==> src/core/fsk_pkg.sv <==
// Shared constants and types for the address code link
package fsk_pkg;
  // Clock and oscillator rates
  localparam int CLK_HZ        = 40_000_000;
  localparam int OSC_HZ        = 40_000;
  localparam int OSC_CYC       = CLK_HZ / OSC_HZ;
  // Symbol and pattern shape
  localparam int SYM_HF        = 32;
  localparam int SYM_UNITS     = 2 * SYM_HF;
  localparam int HALF_UNITS    = SYM_UNITS / 2;
  localparam int ZERO_HF       = 16;
  localparam int ZERO_LF       = 8;
  localparam int SYNC_LF       = 16;
  localparam int FRAME_SYMS    = 16;
  localparam int FRAME_HF      = 512;
  localparam int SYNC_SYMS     = 4;
  localparam int ADDR_W        = 9;
  localparam int PRE_W         = 3;
  localparam int CODE_W        = ADDR_W + PRE_W;
  localparam logic [2:0] PREAMBLE_DEF = 3'h5;
  // Receive classification thresholds in clock cycles; sync minimum in long halves
  localparam int THR_SHORT     = OSC_CYC * 3 / 2;
  localparam int THR_LONG      = OSC_CYC * 5 / 2;
  localparam int SYNC_MIN_LONG = 48;
  // Good and bad code counting
  localparam int CNT_W         = 3;
  localparam logic [2:0] GOOD_TRIG = 3'h3;
  localparam logic [2:0] BAD_TRIG  = 3'h3;
  // One-shot period
  localparam int ONESHOT_MS    = 1000;
  localparam int ONESHOT_CYC   = (CLK_HZ / 1000) * ONESHOT_MS;

  typedef struct packed {
    logic [CNT_W-1:0] good;
    logic [CNT_W-1:0] bad;
  } fsk_cnt_t;

  typedef enum {FSK_SYM_SYNC, FSK_SYM_ONE, FSK_SYM_ZERO} fsk_sym_t;
endpackage

==> src/core/fsk_address_code_link.sv <==
// Address code link: encoder plus tone-keyed decoder with valid one-shot
`timescale 1ns/1ps
// Operation
// RULE_01: Encoder sends sixteen symbols per pattern: one, zero or sync.
// RULE_02: Each symbol lasts 32 high tone periods.
// RULE_03: A full pattern lasts 512 high tone periods.
// RULE_04: Both sides take a 9-bit address; they pair only when equal.
// RULE_05: Three fixed preamble bits are sent and checked with the address.
// RULE_06: Decoder compares each received pattern with its own address.
// RULE_07: Decoder tracks the 20 kHz tone and tolerates 15 percent deviation.
// RULE_08: No valid output before three patterns examined.
// RULE_09: Two 3-bit counters: successive good codes, successive bad codes.
// RULE_10: Three good codes trigger the one-shot and assert valid.
// RULE_11: Three bad codes clear good count, restart one-shot, hold valid off.
// RULE_12: Any good code clears the bad counter.
// RULE_13: A good code while valid retriggers the one-shot.
// RULE_14: Valid has a minimum on-off period of twice the one-shot.
// RULE_15: A one is 32 continuous high tone periods.
// RULE_16: A zero is 16 high tone then 8 low tone periods.
// RULE_17: A sync is 16 low tone periods.
// RULE_18: High tone is oscillator over two, low tone is high over two.
// RULE_19: Good only when preamble and address all match; else bad.
// RULE_20: One-shot length is a cycle count, default about one second.
module fsk_address_code_link #(
  parameter int         ONESHOT_CYC = fsk_pkg::ONESHOT_CYC,
  parameter int         OSC_CYC     = fsk_pkg::OSC_CYC,
  parameter logic [2:0] PREAMBLE    = fsk_pkg::PREAMBLE_DEF
) (
  input  wire logic                       clk_i,
  input  wire logic                       srst_i,
  input  wire logic                       enc_key_i,
  input  wire logic [fsk_pkg::ADDR_W-1:0] enc_addr_i,
  input  wire logic [fsk_pkg::ADDR_W-1:0] dec_addr_i,
  input  wire logic                       dec_rx_i,
  output logic                            enc_tx_o,
  output logic                            enc_busy_o,
  output logic                            dec_valid_o,
  output fsk_pkg::fsk_cnt_t               dec_cnt_o
);
  localparam int TW = $clog2(ONESHOT_CYC + 1);
  localparam int THR_S = OSC_CYC * 3 / 2;
  localparam int THR_L = OSC_CYC * 5 / 2;
  localparam int WW = $clog2(THR_L + 1);
  localparam int SW = 2 * fsk_pkg::ADDR_W + 2;
  localparam logic [fsk_pkg::CNT_W-1:0] BAD_TRIG_W = fsk_pkg::BAD_TRIG;

  // Elaboration checks: timers and width classes need room to count
  if (ONESHOT_CYC < 2)
  begin : g_os_chk
    $error("ONESHOT_CYC must be at least 2");
  end
  if (OSC_CYC < 4)
  begin : g_osc_chk
    $error("OSC_CYC must be at least 4");
  end

  typedef enum {FSK_D_HUNT, FSK_D_DATA} fsk_dec_st_t;
  typedef enum {FSK_V_IDLE, FSK_V_ON, FSK_V_HOLD} fsk_val_st_t;

  logic [SW-1:0]                  sync1;
  logic [SW-1:0]                  sync2;
  logic                           key_s;
  logic                           rx_s;
  logic [fsk_pkg::ADDR_W-1:0]     enc_addr_s;
  logic [fsk_pkg::ADDR_W-1:0]     dec_addr_s;
  logic                           rx_prev;
  logic                           edge_ev;
  logic [WW-1:0]                  wcnt;
  logic                           is_short;
  logic                           is_long;
  logic                           gap;
  fsk_dec_st_t                    dst;
  logic [6:0]                     unit;
  logic [6:0]                     next_unit;
  logic                           saw_s;
  logic                           saw_l;
  logic                           next_saw_s;
  logic                           next_saw_l;
  logic                           sym_err;
  logic                           sym_done;
  logic [3:0]                     nsym;
  logic [fsk_pkg::CODE_W-1:0]     shreg;
  logic [fsk_pkg::CODE_W-1:0]     next_shreg;
  logic [6:0]                     lrun;
  logic                           code_good;
  logic                           code_bad;
  fsk_val_st_t                    vst;
  logic [TW-1:0]                  os_cnt;
  logic                           os_end;

  // Pins pass two flops; only the second stage is read
  always_ff @(posedge clk_i)
  begin
    sync1 <= {enc_key_i, dec_rx_i, enc_addr_i, dec_addr_i};
    sync2 <= sync1;
  end
  assign {key_s, rx_s, enc_addr_s, dec_addr_s} = sync2;

  // Transmit side
  fsk_encoder #(
    .OSC_CYC  (OSC_CYC),
    .PREAMBLE (PREAMBLE)
  ) u_enc (
    .clk_i  (clk_i),
    .srst_i (srst_i),
    .key_i  (key_s),
    .addr_i (enc_addr_s),
    .tx_o   (enc_tx_o),
    .busy_o (enc_busy_o)
  );

  // Half-period timer, restarted on every received edge
  always_ff @(posedge clk_i)
    if (srst_i)
    begin
      rx_prev <= 1'b0;
      wcnt    <= WW'(THR_L);
    end
    else
    begin
      rx_prev <= rx_s;
      if (edge_ev)
        wcnt <= WW'(1);
      else if (wcnt != WW'(THR_L))
        wcnt <= wcnt + 1'b1;
    end

  // Width classes re-timed on each edge, so drift does not accumulate
  assign edge_ev  = rx_s ^ rx_prev;
  assign is_short = edge_ev && (wcnt < WW'(THR_S));  // see RULE_07
  assign is_long  = edge_ev && !is_short && (wcnt < WW'(THR_L));
  assign gap      = (edge_ev && (wcnt >= WW'(THR_L)))
                 || (!edge_ev && (wcnt == WW'(THR_L - 1)));

  // Symbol slicer: a short half is one unit, a long half two
  always_comb
  begin
    next_unit  = unit + (is_long ? 7'h2 : 7'h1);
    next_saw_s = saw_s || (is_short && unit >= 7'(fsk_pkg::HALF_UNITS));
    next_saw_l = saw_l || (is_long && unit >= 7'(fsk_pkg::HALF_UNITS));
    sym_done   = (is_short || is_long) && next_unit >= 7'(fsk_pkg::SYM_UNITS);
    sym_err    = gap
              || (is_long && unit < 7'(fsk_pkg::HALF_UNITS))
              || (next_unit > 7'(fsk_pkg::SYM_UNITS))
              || (sym_done && (next_saw_s == next_saw_l));
    next_shreg = {shreg[fsk_pkg::CODE_W-2:0], next_saw_s};
  end

  // Frame result: malformed symbol, gap or wrong code counts as bad
  always_comb
  begin
    code_good = 1'b0;
    code_bad  = 1'b0;
    if (dst == FSK_D_DATA)
    begin
      if (sym_err)
        code_bad = 1'b1;                                        // see RULE_19
      else if (sym_done && nsym == 4'(fsk_pkg::CODE_W - 1))
      begin
        if (next_shreg == {PREAMBLE, dec_addr_s})              // see RULE_06
          code_good = 1'b1;                                     // see RULE_19
        else
          code_bad = 1'b1;
      end
    end
  end

  // Frame tracker: a long low-tone run marks the pattern start
  always_ff @(posedge clk_i)
    if (srst_i)
    begin
      dst   <= FSK_D_HUNT;
      lrun  <= '0;
      unit  <= '0;
      saw_s <= 1'b0;
      saw_l <= 1'b0;
      nsym  <= '0;
      shreg <= '0;
    end
    else
    begin
      case (dst)
        FSK_D_HUNT:
        begin
          if (is_long && lrun != 7'h7f)
            lrun <= lrun + 1'b1;
          else if (gap)
            lrun <= '0;
          else if (is_short)
          begin
            lrun <= '0;
            if (lrun >= 7'(fsk_pkg::SYNC_MIN_LONG))            // see RULE_01
            begin
              dst   <= FSK_D_DATA;
              unit  <= 7'h1;
              saw_s <= 1'b0;
              saw_l <= 1'b0;
              nsym  <= '0;
            end
          end
        end
        FSK_D_DATA:
        begin
          if (code_good || code_bad)
          begin
            dst  <= FSK_D_HUNT;
            lrun <= '0;
          end
          else if (sym_done)
          begin
            unit  <= '0;
            saw_s <= 1'b0;
            saw_l <= 1'b0;
            nsym  <= nsym + 1'b1;
            shreg <= next_shreg;                                // see RULE_05
          end
          else if (is_short || is_long)
          begin
            unit  <= next_unit;
            saw_s <= next_saw_s;
            saw_l <= next_saw_l;
          end
        end
        default:
          dst <= FSK_D_HUNT;
      endcase
    end

  // Successive good and bad code counters, saturating at seven
  always_ff @(posedge clk_i)
    if (srst_i)
      dec_cnt_o <= '0;
    else if (code_good)
    begin
      dec_cnt_o.bad <= '0;                                      // see RULE_12
      if (dec_cnt_o.good != '1)
        dec_cnt_o.good <= dec_cnt_o.good + 1'b1;                // see RULE_09
    end
    else if (code_bad)
    begin
      if (dec_cnt_o.bad != '1)
        dec_cnt_o.bad <= dec_cnt_o.bad + 1'b1;                  // see RULE_09
      if (dec_cnt_o.bad >= BAD_TRIG_W - 3'h1)
        dec_cnt_o.good <= '0;                                   // see RULE_11
    end
    else if (os_end && vst == FSK_V_ON)
      dec_cnt_o.good <= '0;

  // One-shot timer shared by the on period and the forced off period
  assign os_end = (os_cnt == TW'(1));
  always_ff @(posedge clk_i)
    if (srst_i)
      os_cnt <= '0;
    else if ((vst == FSK_V_IDLE && code_good
              && dec_cnt_o.good >= fsk_pkg::GOOD_TRIG - 3'h1)   // see RULE_10
          || (vst == FSK_V_ON && code_good)                     // see RULE_13
          || (vst != FSK_V_IDLE && code_bad
              && dec_cnt_o.bad >= BAD_TRIG_W - 3'h1)            // see RULE_11
          || (vst == FSK_V_ON && os_end))                       // see RULE_14
      os_cnt <= TW'(ONESHOT_CYC);                               // see RULE_20
    else if (os_cnt != '0)
      os_cnt <= os_cnt - 1'b1;

  // Valid state: off time after any on period lasts a full one-shot
  always_ff @(posedge clk_i)
    if (srst_i)
      vst <= FSK_V_IDLE;
    else
    begin
      case (vst)
        FSK_V_IDLE:
          if (code_good && dec_cnt_o.good >= fsk_pkg::GOOD_TRIG - 3'h1) // see RULE_08
            vst <= FSK_V_ON;
        FSK_V_ON:
          if (code_bad && dec_cnt_o.bad >= BAD_TRIG_W - 3'h1)
            vst <= FSK_V_HOLD;                                  // see RULE_11
          else if (os_end && !code_good)
            vst <= FSK_V_HOLD;                                  // see RULE_14
        FSK_V_HOLD:
          if (os_end && !(code_bad && dec_cnt_o.bad >= BAD_TRIG_W - 3'h1))
            vst <= FSK_V_IDLE;
        default:
          vst <= FSK_V_IDLE;
      endcase
    end

  // Registered valid pin, high only in the on state
  always_ff @(posedge clk_i)
    if (srst_i)
      dec_valid_o <= 1'b0;
    else
      dec_valid_o <= (vst == FSK_V_ON);
endmodule

==> src/core/fsk_encoder.sv <==
// Pattern encoder: sync run, preamble and address as tone-keyed symbols
`timescale 1ns/1ps
module fsk_encoder #(
  parameter logic [2:0] PREAMBLE = fsk_pkg::PREAMBLE_DEF,
  parameter int         OSC_CYC  = fsk_pkg::OSC_CYC
) (
  input  wire logic                       clk_i,
  input  wire logic                       srst_i,
  input  wire logic                       key_i,
  input  wire logic [fsk_pkg::ADDR_W-1:0] addr_i,
  output logic                            tx_o,
  output logic                            busy_o
);
  localparam int OW = $clog2(OSC_CYC);

  // Tick counter needs at least two states
  if (OSC_CYC < 2)
  begin : g_osc_chk
    $error("OSC_CYC must be at least 2");
  end

  logic [OW-1:0]                  osc_cnt;
  logic                           tick;
  logic [1:0]                     div;
  logic [5:0]                     slot;
  logic [3:0]                     idx;
  logic [fsk_pkg::CODE_W-1:0]     code;
  fsk_pkg::fsk_sym_t              kind;
  logic                           level;
  logic                           last;

  // Oscillator stand-in: one tick per oscillator period
  assign tick = (osc_cnt == OW'(OSC_CYC - 1));
  always_ff @(posedge clk_i)
    if (srst_i || !busy_o)
      osc_cnt <= '0;
    else
      osc_cnt <= tick ? '0 : osc_cnt + 1'b1;

  assign last = tick && (slot == 6'h3f) && (idx == 4'hf);

  // Patterns are always sent whole; key released only stops at the end
  always_ff @(posedge clk_i)
    if (srst_i)
      busy_o <= 1'b0;
    else if (!busy_o)
      busy_o <= key_i;
    else if (last)
      busy_o <= key_i;

  // Tone dividers and symbol position, two oscillator ticks per high tone cycle
  always_ff @(posedge clk_i)
    if (srst_i || !busy_o)
    begin
      div  <= '0;
      slot <= '0;
      idx  <= '0;
    end
    else if (tick)
    begin
      div  <= div + 1'b1;                   // see RULE_18
      slot <= slot + 1'b1;                  // see RULE_02
      if (slot == 6'h3f)
        idx <= idx + 1'b1;                  // see RULE_03
    end

  // Address caught at each pattern start so it cannot change mid-pattern
  always_ff @(posedge clk_i)
    if (srst_i)
      code <= '0;
    else if ((!busy_o && key_i) || last)
      code <= {PREAMBLE, addr_i};           // see RULE_04, see RULE_05

  // Symbol kind: sync run first, then preamble and address MSB first
  always_comb
  begin
    if (idx < 4'(fsk_pkg::SYNC_SYMS))
      kind = fsk_pkg::FSK_SYM_SYNC;
    else if (code[4'(fsk_pkg::CODE_W - 1) - (idx - 4'(fsk_pkg::SYNC_SYMS))])
      kind = fsk_pkg::FSK_SYM_ONE;
    else
      kind = fsk_pkg::FSK_SYM_ZERO;
  end

  // Tone select: high tone is div[0], low tone is div[1]
  always_comb
  begin
    case (kind)
      fsk_pkg::FSK_SYM_SYNC: level = div[1];                  // see RULE_17
      fsk_pkg::FSK_SYM_ONE:  level = div[0];                  // see RULE_15
      fsk_pkg::FSK_SYM_ZERO: level = slot[5] ? div[1] : div[0]; // see RULE_16
      default:               level = 1'b0;
    endcase
  end

  // Line idles low between patterns
  always_ff @(posedge clk_i)
    if (srst_i)
      tx_o <= 1'b0;
    else
      tx_o <= busy_o && level;              // see RULE_01
endmodule

==> config.mk <==
export PLATFORM = sky130hd
export DESIGN_NAME = fsk_address_code_link
export DESIGN_NICKNAME = d
export VERILOG_FILES = /design/src/core/fsk_pkg.sv /design/src/core/fsk_address_code_link.sv /design/src/core/fsk_encoder.sv
export SDC_FILE = /design/constraint.sdc
export NUM_CORES = 1
export LEC_CHECK = 0
export BUFFER_PORTS_ARGS = -buffer_cell sky130_fd_sc_hd__buf_2
export CAP_MARGIN = 20
export CORE_AREA = 4 4 132 134
export CTS_BUF_LIST = sky130_fd_sc_hd__clkbuf_8
export DETAILED_ROUTE_END_ITERATION = 16
export DIE_AREA = 0 0 136 138
export PLACE_DENSITY = 0.56
export SYNTH_ARGS = -nofsm -noshare
export SYNTH_HDL_FRONTEND = slang
export SYNTH_SLANG_ARGS = --single-unit
==> constraint.sdc <==
create_clock -name clk_i -period 4.3 [get_ports clk_i]
set_clock_uncertainty 0.05 [all_clocks]
set_input_delay 0.215 -clock clk_i [delete_from_list [all_inputs] [get_ports clk_i]]
set_output_delay 0.215 -clock clk_i [all_outputs]
set_load 0.01 [all_outputs]
Word-level counts from Yosys, hierarchy flattened
Cells that the tools add are included.
- add/sub/neg operators: 13
- order comparisons: 12
- eq/ne operators: 33
- multiplexer cells: 71
- bitwise gates (word level): 2
- reduce and logical (&&, ||, !) cells: 67
- operator list (kind ; count):
    32-bit two-way mux ; 10
    32-bit by 2-bit equality test with 1-bit output (second input constant) ; 4
    32-bit zero test ; 4
    32-bit by 1-bit equality test with 1-bit output (second input constant) ; 3
    32-bit one-hot mux with 3 select lines ; 1
    7-bit two-way mux ; 11
    32-bit one-hot mux with 2 select lines ; 1
    26-bit two-way mux ; 2
    32-bit nonzero test ; 1
    7-bit one-hot mux with 2 select lines ; 2
    26-bit by 1-bit equality test with 1-bit output (second input constant) ; 1
    1-bit logical AND ; 26
    26-bit nonzero test ; 1
    26-bit by 1-bit subtractor with 26-bit output (second input constant) ; 1
    12-bit two-way mux ; 2
    4-bit two-way mux ; 6
    1-bit two-way mux ; 22
    3-bit two-way mux ; 6
    2-bit inequality test (second input constant) ; 9
    7-bit by 6-bit >= comparator with 1-bit output (second input constant) ; 2
    7-bit AND reduction ; 2
    1-bit logical OR ; 13
    12-bit by 1-bit adder with 12-bit output (second input constant) ; 1
    12-bit equality test ; 1
    other kinds (44) ; 66
- register bits: 215
- logic and storage cells: 223

Longest topological paths before layout
Gate-level depths: netlist of run 1.
- word-level depth: 19
- depth in mapped cells: 18

Cells and area by module
Synthesis of run 1 repeated with hierarchy kept, for this count alone.
- cells, all modules: 710
- area total of the unflattened synthesis: 6715.2 um2
- modules (own cells, without submodules) (module ; times used ; cells an instance ; area an instance (um2) ; seq. area each (um2)):
    fsk_address_code_link ; 1 ; 535 ; 5137.4 ; 2402.3
    fsk_encoder ; 1 ; 175 ; 1577.8 ; 680.7

Worst setup path after synthesis of run 1
No wires, ideal clock.
- kind: register to register
- from: reg wcnt[2]
- to: reg os_cnt[24]
- library setup time: 62 ps
- data arrival time: 3832 ps
- required time: 4188 ps
- setup slack: 356 ps
- cell stages (with the launch flop): 18
- buffers on the path: 3
- period minus slack after synthesis: 3944 ps
- cell sequence: dfxtp_1 > buf_6 > nor4_4 > o211ai_4 > nor2_2 > inv_2 > ha_1 > fa_1 > or4_1 > o22ai_2 > a21boi_4 > o221a_4 > a21o_4 > a21oi_4 > a211o_1 > buf_6 > buf_12 > nor2_4
- word-level cells in the longest chain between the ends: 19
- ends and longest elaborated chain (element ; RTL line ; RTL):
    start, declared ; fsk_address_code_link.sv:68 ; logic [WW-1:0] wcnt;
    start signal, assigned ; fsk_address_code_link.sv:117 ; wcnt <= WW'(THR_L);
    start signal, assigned ; fsk_address_code_link.sv:125 ; wcnt <= wcnt + 1'b1;
    12-bit by 11-bit < comparator with 1-bit output ; fsk_address_code_link.sv:130 ; assign is_short = edge_ev && (wcnt < WW'(THR_S));
    1-bit logical AND ; fsk_address_code_link.sv:130 ;
    1-bit zero test ; fsk_address_code_link.sv:131 ; assign is_long = edge_ev && !is_short && (wcnt < WW'(THR_L));
    1-bit logical AND (2 in series) ; fsk_address_code_link.sv:131 ;
    2-bit two-way mux ; fsk_address_code_link.sv:138 ; next_unit = unit + (is_long ? 7'h2 : 7'h1);
    7-bit by 2-bit adder with 7-bit output ; fsk_address_code_link.sv:138 ;
    7-bit >= comparator ; fsk_address_code_link.sv:141 ; sym_done = (is_short || is_long) && next_unit >= 7'(fsk_pkg::SYM_UNITS);
    1-bit logical AND ; fsk_address_code_link.sv:141 ;
    [... 2 more ...] ; n/a ;
    1-bit two-way mux ; fsk_address_code_link.sv:156 ; if (sym_err)
    1-bit two-way mux ; fsk_address_code_link.sv:154 ; if (dst == FSK_D_DATA)
    1-bit logical AND ; fsk_address_code_link.sv:254 ; else if ((vst == FSK_V_IDLE && code_good
    1-bit logical AND ; fsk_address_code_link.sv:255 ; && dec_cnt_o.good >= fsk_pkg::GOOD_TRIG - 3'h1)
    1-bit logical OR ; fsk_address_code_link.sv:256 ; || (vst == FSK_V_ON && code_good)
    1-bit logical OR * ; fsk_address_code_link.sv:257 ; || (vst != FSK_V_IDLE && code_bad
    1-bit logical OR * ; fsk_address_code_link.sv:259 ; || (vst == FSK_V_ON && os_end))
    2-bit OR reduction (no source line) * ; n/a ;
    end signal, assigned ; fsk_address_code_link.sv:260 ; os_cnt <= TW'(ONESHOT_CYC);
    end signal, assigned ; fsk_address_code_link.sv:262 ; os_cnt <= os_cnt - 1'b1;
    end, declared ; fsk_address_code_link.sv:88 ; logic [TW-1:0] os_cnt;
Mark *: on every way between the ends. The rest lies on a longest branch, timed or not.
A chain may end at the register's enable or synchronous reset.

Worst setup path after layout of run 1
- from: reg wcnt[2]
- to: reg dec_cnt_o[4] in the netlist's numbering
- word-level cells in the longest chain between the ends: 15
- ends and longest elaborated chain (element ; RTL line ; RTL):
    12-bit by 11-bit < comparator with 1-bit output ; fsk_address_code_link.sv:130 ;
    1-bit logical AND ; fsk_address_code_link.sv:130 ;
    1-bit zero test ; fsk_address_code_link.sv:131 ;
    1-bit logical AND (2 in series) ; fsk_address_code_link.sv:131 ;
    2-bit two-way mux ; fsk_address_code_link.sv:138 ;
    7-bit by 2-bit adder with 7-bit output ; fsk_address_code_link.sv:138 ;
    7-bit >= comparator ; fsk_address_code_link.sv:141 ;
    1-bit logical AND ; fsk_address_code_link.sv:141 ;
    1-bit logical AND, on equally long branches ; fsk_address_code_link.sv:158, fsk_address_code_link.sv:145 ;
    1-bit two-way mux or 1-bit logical OR (tied branches) ; fsk_address_code_link.sv:158, fsk_address_code_link.sv:145 ;
    1-bit two-way mux ; fsk_address_code_link.sv:156 ;
    1-bit two-way mux ; fsk_address_code_link.sv:154 ;
    3-bit by 2-bit inequality test with 1-bit output (no source line) (tied with other cells) ; n/a ;
    3-bit AND reduction (no source line) or 6-bit two-way mux (tied branches) ; n/a ;
    end, declared ; fsk_address_code_link.sv:38 ; output fsk_pkg::fsk_cnt_t dec_cnt_o
Parallel ways exist; a longest one is shown, timed or not.

==> impl_metrics.py, run 1 <==
metrics = {
    "logic_synthesis": {
        "syn_nets": 733,
        "synth.distinct_cells": 86,
        "synthArstFlopShare": 0,
        "synth_seq_area_share": 0.456,
        "netlist_instances": 693,
        "synth_edf_count": 0,
        "syn-cell-area_sq_um": 6760,
        "ys.flop_type": "dfxtp_1",
        "synth.avg_cell_area_sq_um": 9.75,
        "yosysTopAreaCellShare": 0.456,
        "synth-seq-cells": 154,
        "yosys.area.top_type": "dfxtp_1",
        "ys_warn_count": 0,
        "yosys-top-cells-area": "dfxtp_1, nor2_1, xnor2_1, mux2i_1, ha_1",
    },
    "hold_path": {
        "holdPathStages": 3,
        "hp-class": "in -> reg",
    },
    "layout": {
        "drive_above_1_share": 0.165,
        "final_cell_mix": "dfxtp_1, nor2_1, nand2_1, xnor2_1, a21oi_1",
        "final_common_cell": "dfxtp_1",
        "syn_to_final_growth_pct": 13.6,
        "layoutNonFillerInstCount": 976,
        "nets": 784,
        "fin_util": 0.471,
        "n_antenna_cell": 0,
    },
    "die": {
        "die_h_um": 138,
        "row_count": 47,
        "coreArea_sq_um": 16300,
        "dieWidth_um": 136,
        "die_area_sq_um": 18800,
        "initial_core_util": 0.415,
        "io_pins": 31,
    },
    "status": {
        "outcome": "complete, no violations",
    },
    "cts": {
        "clockBufferDepth": 2,
        "cts_tree": "done",
        "clk_pin_slew_ns": 0.09,
        "ctsHtreeMaxLevel": 4,
        "clock-sinks": 154,
        "root_buffer": "clkbuf_8",
        "numCtsBuffers": 17,
        "clock_latency_ns": 0.46,
    },
    "setup_path": {
        "critPathMaxStageDelay_ns": 0.49,
        "crit_slowest_cell": "or4_1",
        "critPathMaxFanout": 9,
        "cp_top_family": "compound AO/OA/AOI/OAI gates",
        "arrival_ns": 4.33,
        "crit_buf_inv": 1,
        "worstRegToRegCells": 14,
        "end_kind": "flip-flop",
        "critPathKind": "reg -> reg",
        "path_depth": 14,
        "worstPathCellList": "nor4_4 > o211ai_4 > nor2_2 > inv_2 > ha_1 > fa_1 > or4_1 > o22ai_2 > a21boi_4 > o221a_4 > a21o_4 > a21boi_0 > a211oi_2 > mux2i_1",
        "startpoint_type": "flip-flop",
        "cp.required_ns": 4.63,
    },
    "timing": {
        "hold_viol": 0,
        "fin_crit_sh": 0.931,
        "period_needed_ns": 4.00,
        "fmax_ghz": 0.250,
        "report.final.slew_viol_count": 0,
        "final-setup-viol-count": 0,
        "max_slew_margin": 0.301,
        "setup_ws_ns": 0.297,
        "worstMarginPinSlew_ns": 1.04,
    },
    "global_routing": {
        "grt_overflow_total": 0,
        "grt_pass1_vias": 4667,
        "antenna_found_initial": 0,
        "grt_pass1_wl_mm": 21.6,
        "grt_usage": 0.139,
        "grt_max_degree": 58,
    },
    "drt": {
        "via_count": 4926,
        "wirelength_mm": 12.7,
        "detail_route.iter0.violations": 235,
        "ant_nets": 0,
        "via_per_inst": 5.05,
        "route.detailed.drc": 0,
        "routedWlPerCell_um": 13.0,
        "dr.pass1.iters": 6,
    },
    "placed_design": {
        "dp.cells": 924,
        "finalWeightedCongestion": 0.795,
        "dp_slack_ns": 0.347,
        "dp_hpwl_mm": 8.77,
        "portBuffers": 30,
    },
    "pwr": {
        "ir_drop_mv": 0.291,
        "pwr_density_cell_nw_per_um2": 480,
        "p_leak_nw": 2.93,
        "power_mw": 3.69,
    },
    "job": {
        "cap_viol_max_count": 0,
    },
}
sequential cells by signal, summed over array words and instances, names as in the netlist:
name	count
u_enc.slot	6
sync1	20
dec_cnt_o	6
u_enc.busy_o	1
saw_s	1
dec_valid_o	1
os_cnt	26
u_enc.idx	4
u_enc.code	10
saw_l	1
u_enc.osc_cnt	10
vst	2
rx_prev	1
u_enc.div	2
dst	1
sync2	20
wcnt	12
lrun	7
nsym	4
unit	7
shreg	11
u_enc.tx_o	1
what timing repair did:
| item | in CTS | in global routing |
|---|---|---|
| endpoints found under the hold margin | 20 | 0 |
| endpoints found under the setup margin | 0 | 3 |
| resized for setup | 0 | 1 |
| hold buffers | 20 | 0 |
| buffers inserted | 0 | 1 |
area by class of cell:
class / count / area, sq um
clock buffer: 19 / 262
inverter: 18 / 67.6
sequential: 154 / 3080
multi-input combinational: 493 / 3430
timing repair buffer: 60 / 438
clock inverter: 12 / 116
fill: 1545 / 8610
tap: 220 / 275
report_power, final:
group	internal (mW)	switching (mW)	leakage (nW)
Combinational	0.424	0.522	1.47
Sequential	1.57	0.120	1.26
Clock	0.494	0.560	0.200
through the flow:
step           instance area, sq um   TNS (ns)  hold WS, ns
2_1_floorplan                  6760          0        0.193
3_3_place_gp                   7080          0        0.260
3_5_place_dp                   7080          0        0.264
4_1_cts                        7660          0        0.243
5_1_grt                        7670  -0.000767        0.289
6_report                       7670          0        0.249
layer usage:
layer	GRT usage	vias to the layer above	routed length, um
met2	0.223	75	6020
met4	0.0504	0	187
met3	0.0356	15	420
li1	-	2518	-
met1	0.182	2318	6030
met5	0	-	0
synthesized netlist by cell type, types with 5 or more instances:
master    number
nor2_4        10
dfxtp_1      154
or3_1         10
ha_1          17
buf_6          5
inv_1         17
and3_1         7
clkbuf_1      12
a21oi_1       32
xnor2_1       40
buf_2          6
nand2_1       42
xor2_1        23
o21ai_0       18
nand3_1       30
nand4_1       11
mux2i_1       27
nor3_1        21
nor2_1        94
nor4_1        12
tightest hold or removal path, cell delays in order:
cell,delay [ns]
buf_2,0.09
inv_1,0.26
o21ai_0,0.15
worst paths after layout:
kind | slack (ns) | from | endpoint
setup reg to reg | 0.30 | wcnt[2] | dec_cnt_o[4]
setup / recovery | 0.30 | wcnt[2] | dec_cnt_o[4]
hold reg to reg | 0.28 | sync1[0] | sync2[0]
hold / removal | 0.25 | srst_i | wcnt[6]
cell families (layout without fill, tap and decap cells):
group | count (synthesis) | after routing | share of synthesized area
simple gates | 283 | 283 | 0.227
buf+inv | 46 | 109 | 0.0365
compound gates | 97 | 97 | 0.110
xor+xnor | 64 | 64 | 0.0841
fa+ha+maj | 18 | 18 | 0.0345
mux | 31 | 31 | 0.0517
flops | 154 | 154 | 0.456
Power figures use the tool's default switching activity.
==> run 2: changes to the inputs <==
--- a/config.mk
+++ b/config.mk
@@ -7,11 +7,12 @@
 export LEC_CHECK = 0
 export BUFFER_PORTS_ARGS = -buffer_cell sky130_fd_sc_hd__buf_2
 export CAP_MARGIN = 20
-export CORE_AREA = 4 4 132 134
+export CORE_AREA = 2 2 99 173
 export CTS_BUF_LIST = sky130_fd_sc_hd__clkbuf_8
 export DETAILED_ROUTE_END_ITERATION = 16
-export DIE_AREA = 0 0 136 138
-export PLACE_DENSITY = 0.56
+export DIE_AREA = 0 0 101 175
+export PLACE_DENSITY = 0.55
+export REMOVE_ABC_BUFFERS = 1
 export SYNTH_ARGS = -nofsm -noshare
 export SYNTH_HDL_FRONTEND = slang
 export SYNTH_SLANG_ARGS = --single-unit
==> run 2 against run 1 <==
Largest cell class unchanged. Via count rose by 0.65%. Total power grew 0.54%. Clock power hardly changed. Flip-flop and latch count unchanged. Cell count decreased by 2.6%.
==> impl_metrics.py, run 2 (synthesized netlist as in run 1, its figures left out) <==
metrics = {
    "cts": {
        "root_buffer": "clkbuf_8",
        "clock_latency_ns": 0.45,
        "ctsHtreeMaxLevel": 4,
        "clock-sinks": 154,
        "clk_pin_slew_ns": 0.09,
        "numCtsBuffers": 17,
        "clockBufferDepth": 2,
        "cts_tree": "done",
    },
    "die": {
        "die_h_um": 175,
        "dieWidth_um": 101,
        "io_pins": 31,
        "coreArea_sq_um": 16300,
        "initial_core_util": 0.415,
        "die_area_sq_um": 17700,
        "row_count": 62,
    },
    "pwr": {
        "pwr_density_cell_nw_per_um2": 484,
        "p_leak_nw": 2.93,
        "p_int_mw": 2.47,
        "p_switching_mw": 1.24,
        "ir_drop_mv": 0.233,
        "netSwitchingFraction": 0.334,
        "combPwrFrac": 0.259,
        "clkPwrFrac": 0.286,
        "seqPwrFrac": 0.456,
    },
    "setup_path": {
        "end_kind": "flip-flop",
        "crit_slowest_cell": "or4_1",
        "cp_top_family": "compound AO/OA/AOI/OAI gates",
        "arrival_ns": 4.39,
        "worstPathCellList": "nor3b_4 > a31oi_4 > nor2_2 > inv_2 > ha_1 > fa_1 > or4_1 > o22ai_2 > a21boi_4 > o221a_4 > a21o_4 > a21boi_0 > a211oi_2 > mux2i_1",
        "path_depth": 14,
        "worstRegToRegCells": 14,
        "critPathMaxFanout": 8,
        "startpoint_type": "flip-flop",
        "crit_buf_inv": 1,
        "critPathKind": "reg -> reg",
        "critPathMaxStageDelay_ns": 0.51,
        "cp.required_ns": 4.61,
    },
    "placed_design": {
        "finalWeightedCongestion": 0.835,
        "dp_hpwl_mm": 9.55,
        "placed_area_sq_um": 7050,
        "portBuffers": 30,
    },
    "layout": {
        "reg_top3": "os_cnt (26), sync1 (20), sync2 (20)",
        "stdcell_area_sq_um": 7660,
        "nets": 786,
        "drive_above_1_share": 0.170,
        "largest_reg_flops": 26,
        "fin_util": 0.470,
        "final_common_cell": "dfxtp_1",
        "syn_to_final_growth_pct": 13.4,
        "final_cell_mix": "dfxtp_1, nor2_1, nand2_1, xnor2_1, a21oi_1",
        "regMostFlops": "os_cnt",
        "n_antenna_cell": 0,
    },
    "global_routing": {
        "grt_pass1_wl_mm": 22.8,
        "grt_overflow_total": 0,
        "antenna_found_initial": 0,
        "grt_max_degree": 58,
        "grt_pass1_vias": 5086,
        "grt_usage": 0.160,
    },
    "timing": {
        "rsz0062_at_grt": "no",
        "fin_hold_ws_ns": 0.230,
        "max_slew_margin": 0.279,
        "worstMarginPinSlew_ns": 1.07,
        "fmax_ghz": 0.245,
        "hold_viol": 0,
        "fin_crit_sh": 0.949,
        "period_needed_ns": 4.08,
        "report.final.slew_viol_count": 0,
        "final-setup-viol-count": 0,
    },
    "drt": {
        "routedWlPerCell_um": 14.0,
        "ant_nets": 0,
        "route.detailed.drc": 0,
        "dr.pass1.iters": 4,
        "wirelength_mm": 13.3,
        "detail_route.iter0.violations": 165,
        "via_per_inst": 5.21,
        "via_count": 4958,
    },
    "job": {
        "cap_viol_max_count": 0,
    },
    "hold_path": {
        "hp-class": "in -> reg",
        "holdPathStages": 3,
    },
    "status": {
        "outcome": "complete, no violations",
    },
}
-- run 2: cell types whose count changed in the layout (fill, tap and decap cells not counted), sizes merged --
cell	delta
clkinvlp	+3
clkinv	-4
buf	+2
inv	+4
clkbuf	-2
-- run 2: through the flow --
step,setup WS (ns),total power [mW],std cells,TNS [ns]
finish,0.221,3.71,951,0
global route,0.0150,3.96,951,0
CTS,0.182,3.76,948,0
detailed placement,0.241,2.66,896,0
global placement,0.358,2.63,896,0
floorplan,-0.157,2.46,665,-2.12
-- run 2: power groups by stage --
stage               combinational [mW]  sequential [mW]  clock (mW)
floorplan                        0.771             1.69           0
global placement                 0.920             1.71           0
detailed placement               0.942             1.72           0
CTS                              0.966             1.69        1.11
global route                      1.08             1.71        1.17
finish                           0.958             1.69        1.06
-- run 2: cell type report --
type / count / area, sq um
flip-flops and latches: 154 / 3080
fillers: 1573 / 8630
clock buffers: 17 / 234
inverters: 18 / 67.6
repair buffers: 62 / 453
clock inverters: 15 / 151
multi-input cells: 493 / 3430
well taps: 192 / 240
-- run 2: worst register-to-register path, stage by stage (launching register included) --
cell	delay, ns
dfxtp_1	0.49
nor3b_4	0.30
a31oi_4	0.16
nor2_2	0.16
inv_2	0.06
ha_1	0.21
fa_1	0.47
or4_1	0.51
o22ai_2	0.23
a21boi_4	0.25
o221a_4	0.24
a21o_4	0.15
a21boi_0	0.11
a211oi_2	0.35
mux2i_1	0.27
-- run 2: path summary, 6_finish.rpt --
kind / start / endpoint / slack, ns
max: wcnt[10] / dec_cnt_o[3] / 0.22
min: srst_i / wcnt[2] / 0.23
max reg2reg: wcnt[10] / dec_cnt_o[3] / 0.22
min reg2reg: sync1[2] / sync2[2] / 0.28
-- run 2: routing by layer --
metal | global-route usage | wire length [um] | up-vias
met5 | 0 | 0 | -
met4 | 0.0698 | 319 | 0
met3 | 0.0380 | 399 | 23
met2 | 0.297 | 7290 | 69
met1 | 0.168 | 5270 | 2355
li1 | - | - | 2511
-- run 2: timing repair --
action,in CTS,in global routing
endpoints found under the setup margin,0,3
resized for setup,0,1
buffers inserted,0,3
hold buffers,20,0
endpoints found under the hold margin,20,0
